===== src/core/dmg_params.svh =====
`ifndef DMG_PARAMS_SVH
`define DMG_PARAMS_SVH

// channel layout: two channels per group, channel 0 has top priority
`define DMG_NCH        10
`define DMG_CW         16
`define DMG_PER_GRP    2

// register byte offsets
`define DMG_OFF_CTRL   12'h000
`define DMG_OFF_CHEN   12'h004
`define DMG_OFF_IEN    12'h008
`define DMG_OFF_CVF    12'h00c
`define DMG_OFF_TEF    12'h010
`define DMG_OFF_RPF    12'h014
`define DMG_OFF_ISTAT  12'h018
`define DMG_OFF_IMASK  12'h01c
`define DMG_OFF_STATE  12'h020
`define DMG_OFF_COUNT  12'h040

// block interrupt status fields
`define DMG_IST_DROP   0
`define DMG_IST_END    1
`define DMG_IST_NMI    2
`define DMG_IST_W      3

// reset values
`define DMG_RST_CTRL   1'h0
`define DMG_RST_CHAN   10'h000
`define DMG_RST_IMASK  3'h0

`endif


===== src/core/dmg_pkg.sv =====
`include "dmg_params.svh"

package dmg_pkg;

  // channel groups
  typedef enum logic [2:0] {
    GRP_TG_ADC = 3'b000,
    GRP_TIMER  = 3'b001,
    GRP_SERIAL = 3'b010,
    GRP_CAN_RX = 3'b011,
    GRP_CAN_TX = 3'b100
  } dmg_grp_t;

  // per-channel request handling decision
  typedef enum logic [1:0] {
    DEC_PASS = 2'b00,
    DEC_MASK = 2'b01,
    DEC_XFER = 2'b10,
    DEC_OFF  = 2'b11
  } dmg_dec_t;

  // apb request from the master
  typedef struct packed {
    logic [11:0] paddr;
    logic        psel;
    logic        penable;
    logic        pwrite;
    logic [31:0] pwdata;
  } dmg_apb_req_t;

  // apb answer to the master
  typedef struct packed {
    logic [31:0] prdata;
    logic        pready;
    logic        pslverr;
  } dmg_apb_rsp_t;

  // whole state of the gating block
  typedef struct packed {
    logic                               global_dma_enable;
    logic [`DMG_NCH-1:0]                channel_enable;
    logic [`DMG_NCH-1:0]                channel_interrupt_enable;
    logic [`DMG_NCH-1:0]                completion_valid_flag;
    logic [`DMG_NCH-1:0]                transfer_end_flag;
    logic [`DMG_NCH-1:0]                reload_pointer_flag;
    logic [`DMG_NCH-1:0][`DMG_CW-1:0]   transfer_count;
    logic [`DMG_NCH-1:0]                pend;
    logic [`DMG_NCH-1:0]                grant;
    logic [`DMG_NCH-1:0]                pass;
    logic [`DMG_NCH-1:0]                end_irq;
    logic [`DMG_IST_W-1:0]              ist;
    logic [`DMG_IST_W-1:0]              imask;
    logic                               irq;
    dmg_apb_rsp_t                       rsp;
  } dmg_state_t;

  // group served by a channel index
  function automatic dmg_grp_t dmg_chan_group(input int unsigned ch);
    case (ch / `DMG_PER_GRP)
      0:       return GRP_TG_ADC;
      1:       return GRP_TIMER;
      2:       return GRP_SERIAL;
      3:       return GRP_CAN_RX;
      default: return GRP_CAN_TX;
    endcase
  endfunction : dmg_chan_group

endpackage : dmg_pkg


===== src/core/dmg_gate.sv =====
`timescale 1ns/1ns

module dmg_gate
  import dmg_pkg::*;
(
  // channel configuration
  input  wire dmg_grp_t grp_i,
  // live control bits
  input  wire logic     nmi_i,
  input  wire logic     global_dma_enable_i,
  input  wire logic     channel_enable_i,
  input  wire logic     count_zero_i,
  input  wire logic     completion_valid_flag_i,
  input  wire logic     transfer_end_flag_i,
  // decision
  output dmg_dec_t      dec_o
);

  // pure combinational table, so any control change counts on the next request
  always_comb
  begin
    dec_o = DEC_OFF;
    case (grp_i)
      GRP_TG_ADC:
        dec_o = nmi_i ? DEC_MASK : (!global_dma_enable_i || count_zero_i) ? DEC_PASS : DEC_XFER;
      GRP_TIMER:
        dec_o = nmi_i ? DEC_MASK : (global_dma_enable_i && channel_enable_i) ? DEC_XFER : DEC_PASS;
      GRP_SERIAL:
        if (nmi_i)
          dec_o = DEC_MASK;
        else if (!global_dma_enable_i)
          dec_o = DEC_PASS;
        else if (transfer_end_flag_i)
          dec_o = DEC_MASK;
        else
          dec_o = count_zero_i ? DEC_PASS : DEC_XFER;
      GRP_CAN_RX:
        dec_o = (!nmi_i && global_dma_enable_i && channel_enable_i) ? DEC_XFER : DEC_OFF;
      GRP_CAN_TX:
        dec_o = (!nmi_i && global_dma_enable_i && channel_enable_i && !transfer_end_flag_i) ? DEC_XFER : DEC_OFF;
      default:
        dec_o = DEC_OFF;
    endcase
  end

  // completion flag is unused by every group table
  wire unused_cvf = completion_valid_flag_i;

endmodule : dmg_gate


===== src/core/dmg_top.sv =====
// What this block does
// - Timer-G/converter channels, with no NMI and DMA on, pass requests at zero count and transfer otherwise.
// - Capture/compare timer channels mask on NMI, pass if either enable is off, else transfer ignoring completion.
// - Serial and UART channels mask on NMI and pass while the global enable is off.
// - Serial and UART channels with DMA on mask on end flag, else pass at zero count and transfer at nonzero count.
// - CAN receive channels transfer only with no NMI and both enables set, else stay off.
// - CAN transmit channels transfer only with no NMI, both enables set and the end flag clear.
// - Writing zero to a completion or end flag bit clears it, even if it set after the last read.
// - Writing one to a reload pointer flag bit clears it whether or not it was seen set.
// - Masked requests vanish, passed requests reach the interrupt controller unaffected by the interrupt enable.
// - A channel end interrupt follows its completion or end flag and is gated by its interrupt enable.
// - Simultaneous requests are granted lowest channel number first.
`timescale 1ns/1ns

module dmg_top
  import dmg_pkg::*;
(
  // clock and reset
  input  wire logic                core_clk_i,
  input  wire logic                rst_n_i,
  // apb slave
  input  wire dmg_apb_req_t        apb_i,
  output dmg_apb_rsp_t             apb_o,
  // peripheral side
  input  wire logic                nmi_i,
  input  wire logic [`DMG_NCH-1:0] periph_req_i,
  input  wire logic [`DMG_NCH-1:0] xfer_done_i,
  input  wire logic [`DMG_NCH-1:0] reload_i,
  // datapath and interrupt controller side
  output logic      [`DMG_NCH-1:0] grant_o,
  output logic      [`DMG_NCH-1:0] pass_o,
  output logic      [`DMG_NCH-1:0] end_irq_o,
  output logic                     irq_o
);

  dmg_state_t st;
  dmg_state_t next_st;
  dmg_dec_t   dec [`DMG_NCH];
  logic       wr;

  // true for every address that holds a register
  function automatic logic addr_ok(input logic [11:0] a);
    logic [11:0] rel;
    rel = a - `DMG_OFF_COUNT;
    if (a[1:0] != 2'b00)
      return 1'b0;
    if (a <= `DMG_OFF_STATE)
      return 1'b1;
    return (a >= `DMG_OFF_COUNT) && (rel[11:2] < 10'(`DMG_NCH));
  endfunction : addr_ok

  // count register index picked by an address
  function automatic int unsigned count_index(input logic [11:0] a);
    logic [11:0] rel;
    rel = a - `DMG_OFF_COUNT;
    return int'(rel[11:2]);
  endfunction : count_index

  // write strobe at the access edge that samples pready; shared with the checks below
  assign wr = apb_i.psel && apb_i.penable && apb_i.pwrite && st.rsp.pready && addr_ok(apb_i.paddr);

  generate
    for (genvar g = 0; g < `DMG_NCH; g++)
    begin : gen_gate
      dmg_gate u_gate (
        .grp_i                   (dmg_chan_group(g)),
        .nmi_i                   (nmi_i),
        .global_dma_enable_i     (st.global_dma_enable),
        .channel_enable_i        (st.channel_enable[g]),
        .count_zero_i            (st.transfer_count[g] == '0),
        .completion_valid_flag_i (st.completion_valid_flag[g]),
        .transfer_end_flag_i     (st.transfer_end_flag[g]),
        .dec_o                   (dec[g])
      );
    end
  endgenerate

  // next state: bus access, flags, request routing and grant
  always_comb
  begin
    logic                  setup;
    logic [`DMG_NCH-1:0]   clr_cvf;
    logic [`DMG_NCH-1:0]   clr_tef;
    logic [`DMG_NCH-1:0]   clr_rpf;
    logic [`DMG_IST_W-1:0] clr_ist;
    logic [`DMG_IST_W-1:0] ev;
    logic                  found;
    logic                  uses_end;
    logic                  cnt_wr;
    int unsigned           ci;
    next_st  = st;
    setup    = apb_i.psel && !apb_i.penable;
    clr_cvf  = '0;
    clr_tef  = '0;
    clr_rpf  = '0;
    clr_ist  = '0;
    ev       = '0;
    found    = 1'b0;
    uses_end = 1'b0;
    cnt_wr   = 1'b0;
    ci       = count_index(apb_i.paddr);

    // zero-wait answer: pready rises in the first access cycle
    next_st.rsp.pready = setup;
    if (setup)
    begin
      next_st.rsp.pslverr = !addr_ok(apb_i.paddr);
      next_st.rsp.prdata  = '0;
      case (apb_i.paddr)
        `DMG_OFF_CTRL:  next_st.rsp.prdata = {31'h0, st.global_dma_enable};
        `DMG_OFF_CHEN:  next_st.rsp.prdata = {22'h0, st.channel_enable};
        `DMG_OFF_IEN:   next_st.rsp.prdata = {22'h0, st.channel_interrupt_enable};
        `DMG_OFF_CVF:   next_st.rsp.prdata = {22'h0, st.completion_valid_flag};
        `DMG_OFF_TEF:   next_st.rsp.prdata = {22'h0, st.transfer_end_flag};
        `DMG_OFF_RPF:   next_st.rsp.prdata = {22'h0, st.reload_pointer_flag};
        `DMG_OFF_ISTAT: next_st.rsp.prdata = {29'h0, st.ist};
        `DMG_OFF_IMASK: next_st.rsp.prdata = {29'h0, st.imask};
        `DMG_OFF_STATE: next_st.rsp.prdata = {21'h0, nmi_i, st.pend};
        default:
          if (addr_ok(apb_i.paddr))
            next_st.rsp.prdata = {16'h0, st.transfer_count[ci]};
      endcase
    end
    else if (!apb_i.psel)
    begin
      next_st.rsp.pslverr = 1'b0;
    end

    // register writes take effect at the edge that samples pready
    if (wr)
    begin
      case (apb_i.paddr)
        `DMG_OFF_CTRL:  next_st.global_dma_enable        = apb_i.pwdata[0];
        `DMG_OFF_CHEN:  next_st.channel_enable           = apb_i.pwdata[`DMG_NCH-1:0];
        `DMG_OFF_IEN:   next_st.channel_interrupt_enable = apb_i.pwdata[`DMG_NCH-1:0];
        // zero clears completion and end flags
        `DMG_OFF_CVF:   clr_cvf = ~apb_i.pwdata[`DMG_NCH-1:0];
        `DMG_OFF_TEF:   clr_tef = ~apb_i.pwdata[`DMG_NCH-1:0];
        `DMG_OFF_RPF:   clr_rpf = apb_i.pwdata[`DMG_NCH-1:0];
        `DMG_OFF_ISTAT: clr_ist = apb_i.pwdata[`DMG_IST_W-1:0];
        `DMG_OFF_IMASK: next_st.imask = apb_i.pwdata[`DMG_IST_W-1:0];
        `DMG_OFF_STATE: next_st.imask = st.imask; // read-only
        default:        cnt_wr = 1'b1;
      endcase
    end

    // per channel: count, flags, routing of the incoming request
    for (int ch = 0; ch < `DMG_NCH; ch++)
    begin
      uses_end = (dmg_chan_group(ch) == GRP_TG_ADC) || (dmg_chan_group(ch) == GRP_SERIAL)
                 || (dmg_chan_group(ch) == GRP_CAN_TX);
      if (cnt_wr && (ci == ch))
        next_st.transfer_count[ch] = apb_i.pwdata[`DMG_CW-1:0];
      else if (xfer_done_i[ch] && (st.transfer_count[ch] != '0))
        next_st.transfer_count[ch] = st.transfer_count[ch] - `DMG_CW'(1);
      // a set in the clearing cycle survives
      next_st.completion_valid_flag[ch] = (st.completion_valid_flag[ch] && !clr_cvf[ch])
                                          || (xfer_done_i[ch] && !uses_end);
      next_st.transfer_end_flag[ch] = (st.transfer_end_flag[ch] && !clr_tef[ch])
                                      || (xfer_done_i[ch] && uses_end && (st.transfer_count[ch] == `DMG_CW'(1)));
      next_st.reload_pointer_flag[ch] = (st.reload_pointer_flag[ch] && !clr_rpf[ch]) || reload_i[ch];
      // pass straight on, no interrupt-enable gating
      next_st.pass[ch] = periph_req_i[ch] && (dec[ch] == DEC_PASS);
      ev[`DMG_IST_DROP] = ev[`DMG_IST_DROP] || (periph_req_i[ch] && (dec[ch] == DEC_MASK));
      ev[`DMG_IST_END]  = ev[`DMG_IST_END] || xfer_done_i[ch];
      next_st.end_irq[ch] = (next_st.completion_valid_flag[ch] || next_st.transfer_end_flag[ch])
                            && next_st.channel_interrupt_enable[ch];
    end

    // lowest pending enabled channel wins the grant
    next_st.grant = '0;
    for (int ch = 0; ch < `DMG_NCH; ch++)
    begin
      if (!found && st.pend[ch] && (dec[ch] == DEC_XFER))
      begin
        next_st.grant[ch] = 1'b1;
        next_st.pend[ch]  = 1'b0;
        found             = 1'b1;
      end
      // a fresh request beats the grant clear; suspended ones wait
      if (periph_req_i[ch] && (dec[ch] == DEC_XFER))
        next_st.pend[ch] = 1'b1;
    end

    // sticky block status, write one to clear, set wins
    ev[`DMG_IST_NMI] = nmi_i;
    next_st.ist = (st.ist & ~clr_ist) | ev;
    next_st.irq = |(next_st.ist & next_st.imask);
  end

  // state register
  always_ff @(posedge core_clk_i or negedge rst_n_i)
  begin
    if (!rst_n_i)
    begin
      st                   <= '0;
      st.global_dma_enable <= `DMG_RST_CTRL;
      st.channel_enable    <= `DMG_RST_CHAN;
      st.imask             <= `DMG_RST_IMASK;
    end
    else
    begin
      st <= next_st;
    end
  end

  // outputs come straight from the state register
  assign apb_o     = st.rsp;
  assign grant_o   = st.grant;
  assign pass_o    = st.pass;
  assign end_irq_o = st.end_irq;
  assign irq_o     = st.irq;
endmodule : dmg_top

===== config.mk =====
export PLATFORM = sky130hd
export DESIGN_NAME = dmg_top
export DESIGN_NICKNAME = d
export VERILOG_FILES = /design/src/core/dmg_pkg.sv /design/src/core/dmg_gate.sv /design/src/core/dmg_top.sv
export VERILOG_INCLUDE_DIRS = /design/src /design/src/core
export SDC_FILE = /design/constraint.sdc
export NUM_CORES = 1
export LEC_CHECK = 0
export BUFFER_PORTS_ARGS = -buffer_cell sky130_fd_sc_hd__buf_2
export CORE_MARGIN = 5
export CORE_UTILIZATION = 55
export CTS_CLUSTER_SIZE = 24
export DETAILED_ROUTE_END_ITERATION = 7
export HOLD_SLACK_MARGIN = 0.06
export PLACE_DENSITY = 0.78
export SYNTH_ARGS = -nofsm -noshare
export SYNTH_HDL_FRONTEND = slang
export SYNTH_SLANG_ARGS = --single-unit

===== constraint.sdc =====
create_clock -name core_clk_i -period 2.5 [get_ports core_clk_i]
set_input_delay 0.25 -clock core_clk_i [delete_from_list [all_inputs] [get_ports core_clk_i]]
set_output_delay 0.25 -clock core_clk_i [all_outputs]
set_load 0.01 [all_outputs]

==> results.yml <==
timing:
  tightest_slew_ns: 0.888
  setup_viol: 0
  post-route-period-util_pct: 98.0
  relSlewSlack_pct: 39.2
  rsz0062_at_grt: "yes"
  period_needed_ns: 2.45
  skew_ns: 0.0132
  fmax_mhz: 408
  tns_ns: 0
  slew_viol_final: 0
  finalHoldViolCount: 0
final_layout:
  postLayoutCoreUtil_pct: 64.5
  num_antenna_cells: 0
  drive_gt1_share_pct: 18.4
  final_nets: 1986
  mostFrequentLayoutCells: "dfrtp_1 (272), nand2_1 (205), nor2_1 (168), o21ai_0 (128), buf_2 (106)"
  area.growth.synth_to_final_pct: 15.8
  final_common_cell: "dfrtp_1"
place:
  dpl.hpwl_um: 37700
  routabilityCongestion: 0.997
  io_buffers: 108
setup_path:
  worstSetupPathType: "reg2reg"
  cp_max_fo: 3
  r2r_slack_ns: 0.05
  worstPathRequired_ns: 2.95
  r2r-start: "st[106]"
  cp.arrival_ns: 2.90
  rr_worst_depth: 6
  start_kind: "flop"
  cp-end-kind: "flop"
  r2r-end: "st[78]"
outcome:
  status: "finished clean"
min_path:
  holdPathEnd: "st[251]"
  hold_depth: 4
  hp-start: "xfer_done_i[0]"
  hold_path_class: "in2reg"
power_and_ir_drop:
  powerDensity_nw_per_um2: 942
  leakage_nw: 7.86
  irDropWorstVdd_v: 0.000584
synth:
  seq_area_frac_synth_pct: 42.4
  synth_edf_count: 0
  syn_avg_cell_area_um2: 9.26
  ys_warn_count: 0
  netlist_area_um2: 16000
  synth_ff_type: "dfrtp_1"
  synthArstFlopShare_pct: 100
  yosysUniqueCellTypes: 77
  ys_ff_latch: 272
  synthCells: 1732
global_route:
  grt_pass1_wl_um: 81100
  antenna_found_initial: 3
  grt_max_degree: 71
  grt_util_all_layers_pct: 31.4
  grt_pass1_vias: 14000
  overflow: 0
floorplan:
  die_area_um2: 32700
  core-area_um2: 28800
  die_w_um: 181
  io_pins: 145
  die_y_um: 181
  start_util_pct: 55.8
  rows: 62
clocking:
  htreeDepth: 1
  cts_setup_buffers: 0
  cts_buffers: 30
  clk_root_buffer_cell: "clkbuf_16"
  clkLatencyLatePin_ns: 0.56
  clkTransAtPathRegs_ns: 0.06
  cts_tree: "built"
  cts_sinks: 272
  cts_buffer_depth: 3
detailed_routing:
  routed_wl_um: 52600
  ant_nets: 0
  drt_first_pass_iters: 6
  wl_per_cell_um: 22.9
  drc: 0
  num_vias: 14500
  drt_iter0_drc: 2059
  drt-vias-per-instance: 6.32
run:
  max-cap-violations: 0
-- worst max-delay path, cell delays in order (launching register included) --
cell and delay [ns]:
dfrtp_1 0.38, or4_4 0.55, or2_4 0.28, o311ai_4 0.29, nand3_2 0.13, or4_4 0.50, a32o_1 0.21
-- cell type report --
type | count | area [µm²]
clock inverter | 4 | 45.0
tap | 384 | 480
clock buffer | 48 | 930
sequential | 272 | 6810
fill | 2262 | 10200
timing repair buffer | 246 | 1770
multi-input combinational | 1301 | 8400
inverter | 37 | 139
-- synthesized netlist by cell type (7+ instances only) --
library cell | number | area (µm²)
nor2b_1 | 11 | 68.8
nor4_1 | 36 | 225
nor2_1 | 168 | 631
a22oi_1 | 13 | 97.6
and2_1 | 12 | 75.1
nand2_1 | 205 | 769
mux2_2 | 29 | 327
a21oi_1 | 83 | 415
mux4_2 | 32 | 721
xor2_1 | 38 | 333
or3_1 | 20 | 125
o22ai_1 | 7 | 43.8
nand2b_1 | 25 | 156
nand3_1 | 38 | 190
xnor2_1 | 91 | 797
a22o_1 | 11 | 96.3
nand4_1 | 14 | 87.6
dfrtp_1 | 272 | 6810
buf_4 | 64 | 480
o21a_1 | 16 | 120
buf_2 | 10 | 50.1
nor3b_1 | 13 | 97.6
clkbuf_1 | 64 | 240
inv_1 | 37 | 139
ha_1 | 18 | 225
mux2i_1 | 33 | 330
a31oi_1 | 8 | 50.1
a21boi_0 | 7 | 52.6
a21o_1 | 19 | 143
nor3_1 | 74 | 370
a222oi_1 | 7 | 70.1
o21ai_0 | 132 | 661
or4_1 | 20 | 150
-- routing by layer --
metal  vias up  wire (µm)  GRT usage [%]
li1       6419          -              -
met1      7014      20200           41.7
met2       877      23800           49.2
met3       179       5760           7.04
met4         4       2780           14.6
met5         -         25              0
-- what timing repair did --
item	CTS	global route
endpoints found under the hold margin	88	0
setup endpoints to repair	0	8
resized for setup	0	7
hold buffers	27	0
-- cells by family after synthesis --
logic type	after synthesis	share of synthesized area (%)
AOI/OAI and AO/OA	353	13.6
xor gates and xnor gates	129	7.04
buffers and inverters	178	5.79
other	1	0.0234
and+or+nand+nor	686	21.0
DFF	272	42.4
muxes	95	8.75
adders and majority gates	18	1.40
-- worst max-delay path by stage --
stage / startpoint / to / slack [ns] / cells past startpoint
after CTS: st[106] / st[78] / 0.007 / 6
after global routing: st[109] / st[78] / -0.0004 / 6
after global placement: apb_i[43] / end_irq_o[2] / 0.05 / 6
after floorplan: st[106] / st[78] / 0.03 / 6
after detailed placement: apb_i[43] / end_irq_o[2] / -0.04 / 6
final: st[106] / st[78] / 0.05 / 6
-- power by group --
part | internal, mW | switching, mW | total (mW)
combinational | 2.77 | 2.98 | 5.74
sequential | 5.64 | 1.72 | 7.36
clock | 2.61 | 1.77 | 4.39
total | 11.0 | 6.47 | 17.5
-- flip-flops by register name (all words and copies together), names as in the netlist --
register	count
st	227
apb_o	18
end_irq_o	10
grant_o	10
pass_o	6
irq_o	1
-- through the flow --
step	setup slack (ns)	total power, mW	area (µm²)	cells	hold slack (ns)
after detailed placement	-0.0403	12.9	17300	2213	0.229
final	0.0498	17.5	18600	2292	0.0981
after global placement	0.0518	12.6	17300	2213	0.222
after global routing	-0.000388	18.4	18600	2292	0.121
after floorplan	0.0319	10.6	16100	1751	-0.0456
after CTS	0.00747	17.3	18600	2292	0.0833
Power figures use the tool's default switching activity.
